**src/design/dcs_cfg.svh**
```systemverilog
// Purpose: constants for the drive command source select block
// Assumes: included by bare name from design files
// Notes:   offsets are byte addresses on the register bus
`ifndef DCS_CFG_SVH
`define DCS_CFG_SVH

// register byte offsets
`define DCS_OFF_CTRL      8'h00
`define DCS_OFF_MODE      8'h04
`define DCS_OFF_ADDR      8'h08
`define DCS_OFF_RATE      8'h0c
`define DCS_OFF_PROT      8'h10
`define DCS_OFF_STAT      8'h14

// control word bit positions (active low commands)
`define DCS_CW_DCBRAKE    2
`define DCS_CW_COAST      3
`define DCS_CW_QSTOP      4

// mode register field positions, two bits each
`define DCS_MODE_COAST    0
`define DCS_MODE_QSTOP    2
`define DCS_MODE_DCBRAKE  4

// reset values
`define DCS_RST_CTRL      16'h0000
`define DCS_RST_MODE      2'h3
`define DCS_RST_ADDR      8'h01
`define DCS_RST_RATE      3'h5
`define DCS_RST_PROT      2'h0

// station address limits per protocol
`define DCS_NATIVE_MIN    8'h00
`define DCS_NATIVE_MAX    8'hf7
`define DCS_BA_MIN        8'h01
`define DCS_BA_MAX        8'hff
`define DCS_MB_MIN        8'h01
`define DCS_MB_MAX        8'hf7

// highest legal line rate code
`define DCS_RATE_MAX      3'h5

// local operating unit setting selectors
`define DCS_PSEL_ADDR     2'h0
`define DCS_PSEL_RATE     2'h1
`define DCS_PSEL_PROT     2'h2

// axi response codes
`define DCS_RESP_OKAY     2'h0
`define DCS_RESP_SLVERR   2'h2

`endif

```
**src/design/dcs_pkg.sv**
```systemverilog
// Purpose: types for the drive command source select block
// Assumes: constants live in dcs_cfg.svh
// Notes:   none
package dcs_pkg;

  // command source selection
  typedef enum logic [1:0] {
    DCS_SRC_DIGITAL = 2'b00,
    DCS_SRC_SERIAL  = 2'b01,
    DCS_SRC_AND     = 2'b10,
    DCS_SRC_OR      = 2'b11
  } dcs_src_e;

  // network protocol, code 2 is not used
  typedef enum logic [1:0] {
    DCS_PROT_NATIVE = 2'b00,
    DCS_PROT_BA     = 2'b01,
    DCS_PROT_UNUSED = 2'b10,
    DCS_PROT_MODBUS = 2'b11
  } dcs_prot_e;

  // line rate codes
  typedef enum logic [2:0] {
    DCS_RATE_300  = 3'b000,
    DCS_RATE_600  = 3'b001,
    DCS_RATE_1200 = 3'b010,
    DCS_RATE_2400 = 3'b011,
    DCS_RATE_4800 = 3'b100,
    DCS_RATE_9600 = 3'b101
  } dcs_rate_e;

endpackage

```
**src/design/dcs_sync.sv**
```systemverilog
// Purpose: two flip-flop synchroniser per bit for terminal inputs
// Assumes: inputs are asynchronous to aclk
// Notes:   first stage feeds only the second stage
module dcs_sync #(
  parameter int W = 3
) (
  // clock and reset
  input  wire logic         aclk,
  input  wire logic         aresetn,
  // async in, synced out
  input  wire logic [W-1:0] async_in,
  output logic      [W-1:0] sync_out
);

  // idle level is high so no command is requested at reset
  for (genvar i = 0; i < W; i++) begin : g_bit
    logic meta_reg;
    always_ff @(posedge aclk) begin
      if (!aresetn) begin
        meta_reg    <= 1'b1;
        sync_out[i] <= 1'b1;
      end else begin
        meta_reg    <= async_in[i];
        sync_out[i] <= meta_reg;
      end
    end
  end

endmodule

```
**src/design/dcs_merge.sv**
```systemverilog
// Purpose: merge one local input and one serial bit into a command
// Assumes: both sources active low, input already synchronised
// Notes:   output is registered, request active high
module dcs_merge (
  // clock and reset
  input  wire logic                aclk,
  input  wire logic                aresetn,
  // sources and mode
  input  wire dcs_pkg::dcs_src_e   mode,
  input  wire logic                din_n,
  input  wire logic                ser_n,
  // merged request
  output logic                     req
);

  logic req_next;

  // a 0 on a source means it asks for the command
  always_comb begin
    unique case (mode)
      dcs_pkg::DCS_SRC_DIGITAL: req_next = ~din_n;
      dcs_pkg::DCS_SRC_SERIAL:  req_next = ~ser_n;
      dcs_pkg::DCS_SRC_AND:     req_next = ~din_n & ~ser_n;
      dcs_pkg::DCS_SRC_OR:      req_next = ~din_n | ~ser_n;
    endcase
  end

  // registered to keep the command free of glitches
  always_ff @(posedge aclk) begin
    if (!aresetn) begin
      req <= 1'b0;
    end else begin
      req <= req_next;
    end
  end

endmodule

```
**src/design/dcs_top.sv**
```systemverilog
// Purpose: command source select and serial link settings of a drive
// Assumes: AXI4-Lite master is the serial link side, panel port is local
// Notes:   station address, rate and protocol change only from the panel
//
// How it works
// - address range depends on protocol, default one
// - address written only from local panel
// - rate codes 0..5 map 300..9600, default 9600
// - rate written only from local panel
// - source codes digital, serial, and, or; default or
// - single-source modes ignore the other source
// - coast is active low, control word bit 3
// - and mode acts only when both ask
// - or mode acts when either asks
// - quick stop active low, control word bit 4
// - quick stop merged like coast
// - dc brake active low, control word bit 2
// - dc brake merged like coast
//
// Design decisions made here: the register offsets and the AXI4-Lite interface to the registers.
`include "dcs_cfg.svh"

module dcs_top (
  // clock and reset
  input  wire logic        aclk,
  input  wire logic        aresetn,
  // axi write address
  input  wire logic        s_axi_awvalid,
  output logic             s_axi_awready,
  input  wire logic [7:0]  s_axi_awaddr,
  input  wire logic [2:0]  s_axi_awprot,
  // axi write data
  input  wire logic        s_axi_wvalid,
  output logic             s_axi_wready,
  input  wire logic [31:0] s_axi_wdata,
  input  wire logic [3:0]  s_axi_wstrb,
  // axi write response
  output logic             s_axi_bvalid,
  input  wire logic        s_axi_bready,
  output logic [1:0]       s_axi_bresp,
  // axi read address
  input  wire logic        s_axi_arvalid,
  output logic             s_axi_arready,
  input  wire logic [7:0]  s_axi_araddr,
  input  wire logic [2:0]  s_axi_arprot,
  // axi read data
  output logic             s_axi_rvalid,
  input  wire logic        s_axi_rready,
  output logic [31:0]      s_axi_rdata,
  output logic [1:0]       s_axi_rresp,
  // local operating unit
  input  wire logic        panel_wr,
  input  wire logic [1:0]  panel_sel,
  input  wire logic [7:0]  panel_wdata,
  output logic             panel_ack,
  output logic             panel_nak,
  // terminal inputs, active low
  input  wire logic        coast_in_n,
  input  wire logic        qstop_in_n,
  input  wire logic        dcbrake_in_n,
  // merged commands, active high
  output logic             coast_req,
  output logic             qstop_req,
  output logic             dcbrake_req,
  // link settings
  output logic [7:0]       station_addr,
  output logic [2:0]       line_rate,
  output logic [1:0]       protocol
);

  // settings and state
  logic [15:0]             ctrl_reg;
  logic [5:0]              mode_reg;
  logic [7:0]              addr_reg;
  logic [2:0]              rate_reg;
  logic [1:0]              prot_reg;
  logic [2:0]              din_sync;
  logic [2:0]              cmd_req;
  logic [2:0]              ser_bits;

  // axi slave state
  logic                    aw_got_reg;
  logic                    w_got_reg;
  logic [7:0]              aw_addr_reg;
  logic [31:0]             w_data_reg;
  logic [3:0]              w_strb_reg;
  logic                    bvalid_reg;
  logic [1:0]              bresp_reg;
  logic                    rvalid_reg;
  logic [31:0]             rdata_reg;
  logic [1:0]              rresp_reg;
  logic                    wr_fire;
  logic                    wr_hit;
  logic [31:0]             rd_value;
  logic                    rd_hit;

  // panel side
  logic                    addr_ok;
  logic                    prot_ok;
  logic                    panel_ok;
  logic                    panel_ack_reg;
  logic                    panel_nak_reg;

  // terminal inputs cross into the control clock first
  dcs_sync #(
    .W        (3)
  ) u_sync (
    .aclk     (aclk),
    .aresetn  (aresetn),
    .async_in ({dcbrake_in_n, qstop_in_n, coast_in_n}),
    .sync_out (din_sync)
  );

  // serial command bits, each active low
  assign ser_bits[0] = ctrl_reg[`DCS_CW_COAST];
  assign ser_bits[1] = ctrl_reg[`DCS_CW_QSTOP];
  assign ser_bits[2] = ctrl_reg[`DCS_CW_DCBRAKE];

  // one merge per command, mode fields packed two bits apart
  for (genvar c = 0; c < 3; c++) begin : g_cmd
    dcs_merge u_merge (
      .aclk    (aclk),
      .aresetn (aresetn),
      .mode    (dcs_pkg::dcs_src_e'(mode_reg[2*c +: 2])),
      .din_n   (din_sync[c]),
      .ser_n   (ser_bits[c]),
      .req     (cmd_req[c])
    );
  end

  assign coast_req   = cmd_req[0];
  assign qstop_req   = cmd_req[1];
  assign dcbrake_req = cmd_req[2];

  // address limits follow the protocol in force
  function automatic logic addr_fits(input logic [1:0] p, input logic [7:0] a);
    logic ok;
    ok = 1'b0;
    unique case (dcs_pkg::dcs_prot_e'(p))
      dcs_pkg::DCS_PROT_NATIVE: ok = (a >= `DCS_NATIVE_MIN) && (a <= `DCS_NATIVE_MAX);
      dcs_pkg::DCS_PROT_BA:     ok = (a >= `DCS_BA_MIN) && (a <= `DCS_BA_MAX);
      dcs_pkg::DCS_PROT_MODBUS: ok = (a >= `DCS_MB_MIN) && (a <= `DCS_MB_MAX);
      dcs_pkg::DCS_PROT_UNUSED: ok = 1'b0;
    endcase
    return ok;
  endfunction

  // a protocol change must keep the present address legal
  assign addr_ok = addr_fits(prot_reg, panel_wdata);
  assign prot_ok = addr_fits(panel_wdata[1:0], addr_reg) && (panel_wdata[7:2] == 6'h00);

  // panel write acceptance
  always_comb begin
    panel_ok = 1'b0;
    if (panel_sel == `DCS_PSEL_ADDR) begin
      panel_ok = addr_ok;
    end else if (panel_sel == `DCS_PSEL_RATE) begin
      panel_ok = (panel_wdata <= {5'h00, `DCS_RATE_MAX});
    end else if (panel_sel == `DCS_PSEL_PROT) begin
      panel_ok = prot_ok;
    end
  end

  // station address, panel only; bus writes never reach it
  always_ff @(posedge aclk) begin
    if (!aresetn) begin
      addr_reg <= `DCS_RST_ADDR;
    end else if (panel_wr && panel_ok && panel_sel == `DCS_PSEL_ADDR) begin
      addr_reg <= panel_wdata;
    end
  end

  // line rate, panel only; the master has to match it
  always_ff @(posedge aclk) begin
    if (!aresetn) begin
      rate_reg <= `DCS_RST_RATE;
    end else if (panel_wr && panel_ok && panel_sel == `DCS_PSEL_RATE) begin
      rate_reg <= panel_wdata[2:0];
    end
  end

  // protocol, panel only
  always_ff @(posedge aclk) begin
    if (!aresetn) begin
      prot_reg <= `DCS_RST_PROT;
    end else if (panel_wr && panel_ok && panel_sel == `DCS_PSEL_PROT) begin
      prot_reg <= panel_wdata[1:0];
    end
  end

  // panel answer, one pulse the cycle after the strobe
  always_ff @(posedge aclk) begin
    if (!aresetn) begin
      panel_ack_reg <= 1'b0;
      panel_nak_reg <= 1'b0;
    end else begin
      panel_ack_reg <= panel_wr && panel_ok;
      panel_nak_reg <= panel_wr && !panel_ok;
    end
  end

  assign panel_ack    = panel_ack_reg;
  assign panel_nak    = panel_nak_reg;
  assign station_addr = addr_reg;
  assign line_rate    = rate_reg;
  assign protocol     = prot_reg;

  // write channels are caught independently, in either order
  assign s_axi_awready = !aw_got_reg && !bvalid_reg;
  assign s_axi_wready  = !w_got_reg && !bvalid_reg;
  assign wr_fire       = aw_got_reg && w_got_reg && !bvalid_reg;

  always_ff @(posedge aclk) begin
    if (!aresetn) begin
      aw_got_reg  <= 1'b0;
      aw_addr_reg <= 8'h00;
    end else if (s_axi_awvalid && s_axi_awready) begin
      aw_got_reg  <= 1'b1;
      aw_addr_reg <= s_axi_awaddr;
    end else if (wr_fire) begin
      aw_got_reg  <= 1'b0;
    end
  end

  always_ff @(posedge aclk) begin
    if (!aresetn) begin
      w_got_reg  <= 1'b0;
      w_data_reg <= 32'h0000_0000;
      w_strb_reg <= 4'h0;
    end else if (s_axi_wvalid && s_axi_wready) begin
      w_got_reg  <= 1'b1;
      w_data_reg <= s_axi_wdata;
      w_strb_reg <= s_axi_wstrb;
    end else if (wr_fire) begin
      w_got_reg  <= 1'b0;
    end
  end

  // settings offsets answer okay but hold their value
  assign wr_hit = (aw_addr_reg == `DCS_OFF_CTRL) || (aw_addr_reg == `DCS_OFF_MODE) ||
                  (aw_addr_reg == `DCS_OFF_ADDR) || (aw_addr_reg == `DCS_OFF_RATE) ||
                  (aw_addr_reg == `DCS_OFF_PROT) || (aw_addr_reg == `DCS_OFF_STAT);

  // serial control word, byte lanes honoured
  always_ff @(posedge aclk) begin
    if (!aresetn) begin
      ctrl_reg <= `DCS_RST_CTRL;
    end else if (wr_fire && aw_addr_reg == `DCS_OFF_CTRL) begin
      if (w_strb_reg[0]) begin
        ctrl_reg[7:0] <= w_data_reg[7:0];
      end
      if (w_strb_reg[1]) begin
        ctrl_reg[15:8] <= w_data_reg[15:8];
      end
    end
  end

  // command source modes, all default to or
  always_ff @(posedge aclk) begin
    if (!aresetn) begin
      mode_reg <= {`DCS_RST_MODE, `DCS_RST_MODE, `DCS_RST_MODE};
    end else if (wr_fire && aw_addr_reg == `DCS_OFF_MODE && w_strb_reg[0]) begin
      mode_reg <= w_data_reg[5:0];
    end
  end

  // write response after both halves are in
  always_ff @(posedge aclk) begin
    if (!aresetn) begin
      bvalid_reg <= 1'b0;
      bresp_reg  <= `DCS_RESP_OKAY;
    end else if (wr_fire) begin
      bvalid_reg <= 1'b1;
      bresp_reg  <= wr_hit ? `DCS_RESP_OKAY : `DCS_RESP_SLVERR;
    end else if (s_axi_bready) begin
      bvalid_reg <= 1'b0;
    end
  end

  assign s_axi_bvalid = bvalid_reg;
  assign s_axi_bresp  = bresp_reg;

  // read mux, unmapped reads return zero
  always_comb begin
    rd_value = 32'h0000_0000;
    rd_hit   = 1'b1;
    unique case (s_axi_araddr)
      `DCS_OFF_CTRL: rd_value = {16'h0000, ctrl_reg};
      `DCS_OFF_MODE: rd_value = {26'h000_0000, mode_reg};
      `DCS_OFF_ADDR: rd_value = {24'h00_0000, addr_reg};
      `DCS_OFF_RATE: rd_value = {29'h0000_0000, rate_reg};
      `DCS_OFF_PROT: rd_value = {30'h0000_0000, prot_reg};
      `DCS_OFF_STAT: rd_value = {25'h000_0000, din_sync, 1'b0, cmd_req};
      default:       rd_hit   = 1'b0;
    endcase
  end

  // one read under way at a time
  assign s_axi_arready = !rvalid_reg;

  always_ff @(posedge aclk) begin
    if (!aresetn) begin
      rvalid_reg <= 1'b0;
      rdata_reg  <= 32'h0000_0000;
      rresp_reg  <= `DCS_RESP_OKAY;
    end else if (s_axi_arvalid && s_axi_arready) begin
      rvalid_reg <= 1'b1;
      rdata_reg  <= rd_value;
      rresp_reg  <= rd_hit ? `DCS_RESP_OKAY : `DCS_RESP_SLVERR;
    end else if (s_axi_rready) begin
      rvalid_reg <= 1'b0;
    end
  end

  assign s_axi_rvalid = rvalid_reg;
  assign s_axi_rdata  = rdata_reg;
  assign s_axi_rresp  = rresp_reg;

endmodule

```
**config.mk**
```make
export PLATFORM = sky130hd
export DESIGN_NAME = dcs_top
export DESIGN_NICKNAME = d
export VERILOG_FILES = /design/src/design/dcs_pkg.sv /design/src/design/dcs_sync.sv /design/src/design/dcs_merge.sv /design/src/design/dcs_top.sv
export VERILOG_INCLUDE_DIRS = /design/src /design/src/design
export SDC_FILE = /design/constraint.sdc
export NUM_CORES = 1
export LEC_CHECK = 0
export ABC_CLOCK_PERIOD_IN_PS = 2200
export BUFFER_PORTS_ARGS = -buffer_cell sky130_fd_sc_hd__buf_4
export CAP_MARGIN = 15
export CORE_MARGIN = 4
export CORE_UTILIZATION = 45
export DETAILED_ROUTE_END_ITERATION = 8
export GPL_TIMING_DRIVEN = 1
export PLACE_DENSITY_LB_ADDON = 0.2
export SLEW_MARGIN = 20
export SYNTH_ARGS = -nofsm -noshare
export SYNTH_HDL_FRONTEND = slang
export SYNTH_SLANG_ARGS = --single-unit
```
**constraint.sdc**
```tcl
create_clock -name aclk -period 2.2 [get_ports aclk]
set_clock_uncertainty 0.15 [all_clocks]
set_input_delay 0.11 -clock aclk [delete_from_list [all_inputs] [get_ports aclk]]
set_output_delay 0.11 -clock aclk [all_outputs]
set_load 0.05 [all_outputs]
```
==> results by group <==
Detailed routing
  – Number of vias per cell: 5.02
  – Final wirelength: 9760 µm
  – Remaining DRCs: 0
  – First drt pass iteration count: 5
  – Starting DRT DRC Count: 112
  – Routed via count: 3533
  – Post-route ant nets: 0
  – DR WL/cell: 13.9 µm

Timing
  – Final Max Slew Viols: 0
  – Total negative slack: 0 ps
  – RSZ-0062 raised after global routing: false
  – Minimum clock period: 2160 ps
  – Period utilisation layout: 0.983
  – Slew @ Worst Pin: 630 ps
  – Slew margin rel.: 0.579
  – Fin. Hold Viols: 0
  – Fmax: 462 MHz
  – Setup violators final: 0

Placed design
  – GPL Wtd Cong: 0.831
  – Detail Placement HPWL: 6860 µm
  – PortBufs: 95
  – Dpl cells: 637

Critical path
  – CP dominant cell by count: dlygate4sd3_1
  – Delay-heaviest family, CP: buffers and inverters
  – Critical path class: input pin to flip-flop
  – Worst EP arrival: 2250 ps
  – CP max FO: 5
  – Crit start category: input pin
  – Crit path buf inv count: 3
  – CP cell instances: dlygate4sd3_1 > buf_4 > a211o_1 > nor3_4 > mux2i_1 > dlygate4sd3_1 > nand2_1
  – CP Capture Type: flip-flop
  – Critical path's slowest cell: dlygate4sd3_1
  – Worst Path Required: 2290 ps
  – Largest stage delay on the critical path: 580 ps

Final layout
  – Layout Nets: 670
  – Syn-to-layout area delta: 37.0%
  – Final cell count without fillers: 704
  – Antenna Cells: 0
  – Reg area: 1880 µm²
  – Multi-input logic area: 2010 µm²
  – Fill cells: 727
  – Ratio of cells with drive above 1 in the final layout: 0.228

Floorplan
  – Core Region: 8760 µm²
  – Rows: 34
  – Die height: 103 µm
  – Die width: 103 µm
  – Initial Util: 0.466
  – I/O Pins: 138
  – Die area: 10700 µm²

Yosys
  – Synth top area cells: dfxtp_1, mux2i_1, nand2_1, a21boi_0, nor2b_1
  – Mapped cell area: 4090 µm²
  – Synthesized area per cell: 9.08 µm²
  – Library cells used by synthesis: 48
  – Seq/Total Area, Yosys: 0.461
  – Register bit total from synthesis: 94
  – Yosys top cell area share: 0.461
  – Gate Count Post-Synth: 450
  – Leading area contributor after synthesis: dfxtp_1
  – Yosys warnings: 0

Job
  – Max-cap viol count: 0

Global route
  – First-pass GRT wire length: 15600 µm
  – Largest net degree at the start of global routing: 55
  – Gr ovfl total: 0
  – Total GRT Usage: 0.187
  – Vias in the first global route: 3299
  – Initial antenna violation count: 0

Outcome
  – Outcome: complete, no violations

Clock tree
  – H-tree levels: 3
  – Num CTS Buffers: 9
  – Reg clk slew, reported paths: 90 ps
  – CTS max path bufs: 2
  – Clk sinks: 94
  – TritonCTS clock tree: yes
  – Clk_lat worst skew: 360 ps
  – Root buffer cell: clkbuf_8

Pwr
  – Leakage power: 2.48 nW
  – Pwr dens: 671 nW/µm²
  – Worst vdd ir: 354 µV

Hold path
  – Worst hold path type: input pin to flip-flop
cells in the final DEF, fill, tap and decap left out, types with 3 or more instances in the layout:
| cell | n |
|---|---|
| nor2b_1 | 34 |
| nand2_1 | 91 |
| dlygate4sd3_1 | 49 |
| inv_1 | 9 |
| o21ai_0 | 17 |
| nor2_1 | 9 |
| nand3b_1 | 3 |
| dfxtp_1 | 94 |
| nand2b_1 | 8 |
| a21boi_0 | 29 |
| nor4_1 | 4 |
| clkbuf_8 | 10 |
| conb_1 | 18 |
| nor3_1 | 4 |
| and3_1 | 3 |
| nand3_1 | 7 |
| bufinv_16 | 3 |
| mux2i_1 | 40 |
| a21oi_1 | 11 |
| buf_4 | 104 |
| a22oi_1 | 9 |
| o21a_1 | 3 |
kinds of logic after synthesis:
group | after synthesis | share of synthesized area
mux | 43 | 0.112
other cells | 1 | 0.000918
buf+inv | 50 | 0.0652
flops | 94 | 0.461
simple gates | 180 | 0.225
compound gates | 82 | 0.137
worst min-delay path: stages:
cell	delay (ps)
buf_4	90
nor3_2	50
nand3_2	130
o21ai_0	100
cell usage after synthesis (all sizes together):
library cell,count
nand2,91
or2,1
o41ai,1
or4,3
nor4,5
nand3,8
a2111oi,1
and2,3
and3b,1
o21ba,1
o21a,3
and4b,1
o21bai,1
nor3,6
nor4b,1
nor2b,34
a22o,2
o2111ai,1
a32o,1
clkbuf,18
a31oi,2
a211o,1
o21ai,17
nor2,10
o211ai,1
o211a,1
nand2b,8
and3,3
dfxtp,94
mux2i,40
nand3b,3
a21boi,29
nand4,1
mux2,1
a22oi,9
or3b,1
mux4,2
inv,9
buf,23
a21oi,11
conb,1
per-layer routing:
metal / wire, µm / GRT usage / vias to the layer above
li1: - / - / 1782
met1: 4200 / 0.237 / 1643
met2: 4820 / 0.311 / 92
met3: 548 / 0.0369 / 16
met4: 190 / 0.0807 / 0
met5: 0 / 0 / -
area by class of cell:
class	instances	share of cell area
multi-input combinational	323	0.359
sequential	94	0.336
timing repair buffer	154	0.229
clock buffer	10	0.0246
tap	108	0.0241
clock inverter	6	0.0206
inverter	9	0.00604
through the flow:
step | setup WS (ps) | utilization | cell area, µm² | hold WS (ps) | power, mW
after global placement | 249 | 0.551 | 4830 | 144 | 2.31
after detailed placement | 189 | 0.551 | 4830 | 148 | 2.32
after global routing | 6.23 | 0.639 | 5600 | 21.7 | 3.92
after floorplan | 1.17 | - | 4150 | 61.5 | 2.17
final | 36.9 | 0.639 | 5600 | 8.19 | 3.75
after CTS | 40.9 | 0.637 | 5580 | 18.7 | 3.78
report_power, final:
| part | internal [mW] | total [mW] | switching (mW) |
|---|---|---|---|
| clock network | 0.794 | 1.41 | 0.617 |
| logic | 0.232 | 0.548 | 0.317 |
| registers | 1.76 | 1.80 | 0.0389 |
path summary, 6_finish.rpt:
check / start / end / slack (ps) / depth (start not counted)
worst max-delay path: panel_wdata[2] / line_rate[0]$_SDFFE_PN1P_ / 40 / 7
worst min-delay path: s_axi_araddr[5] / s_axi_rdata[6]$_SDFFE_PN0P_ / 8 / 4
worst max register to register: s_axi_rvalid$_SDFFE_PN0P_ / s_axi_rdata[7]$_SDFFE_PN0P_ / 120 / 5
worst min register to register: u_sync.g_bit[2].meta_reg$_SDFF_PN1_ / u_sync.sync_out[2]$_SDFF_PN1_ / 270 / 1
what timing repair did:
| item | in CTS | in global routing |
|---|---|---|
| endpoints found under the hold margin | 49 | 0 |
| resized for setup | 0 | 3 |
| buffers inserted | 0 | 2 |
| hold buffers | 50 | 0 |
| endpoints found under the setup margin | 0 | 3 |
No activity file was read; power rests on OpenSTA's default activity.
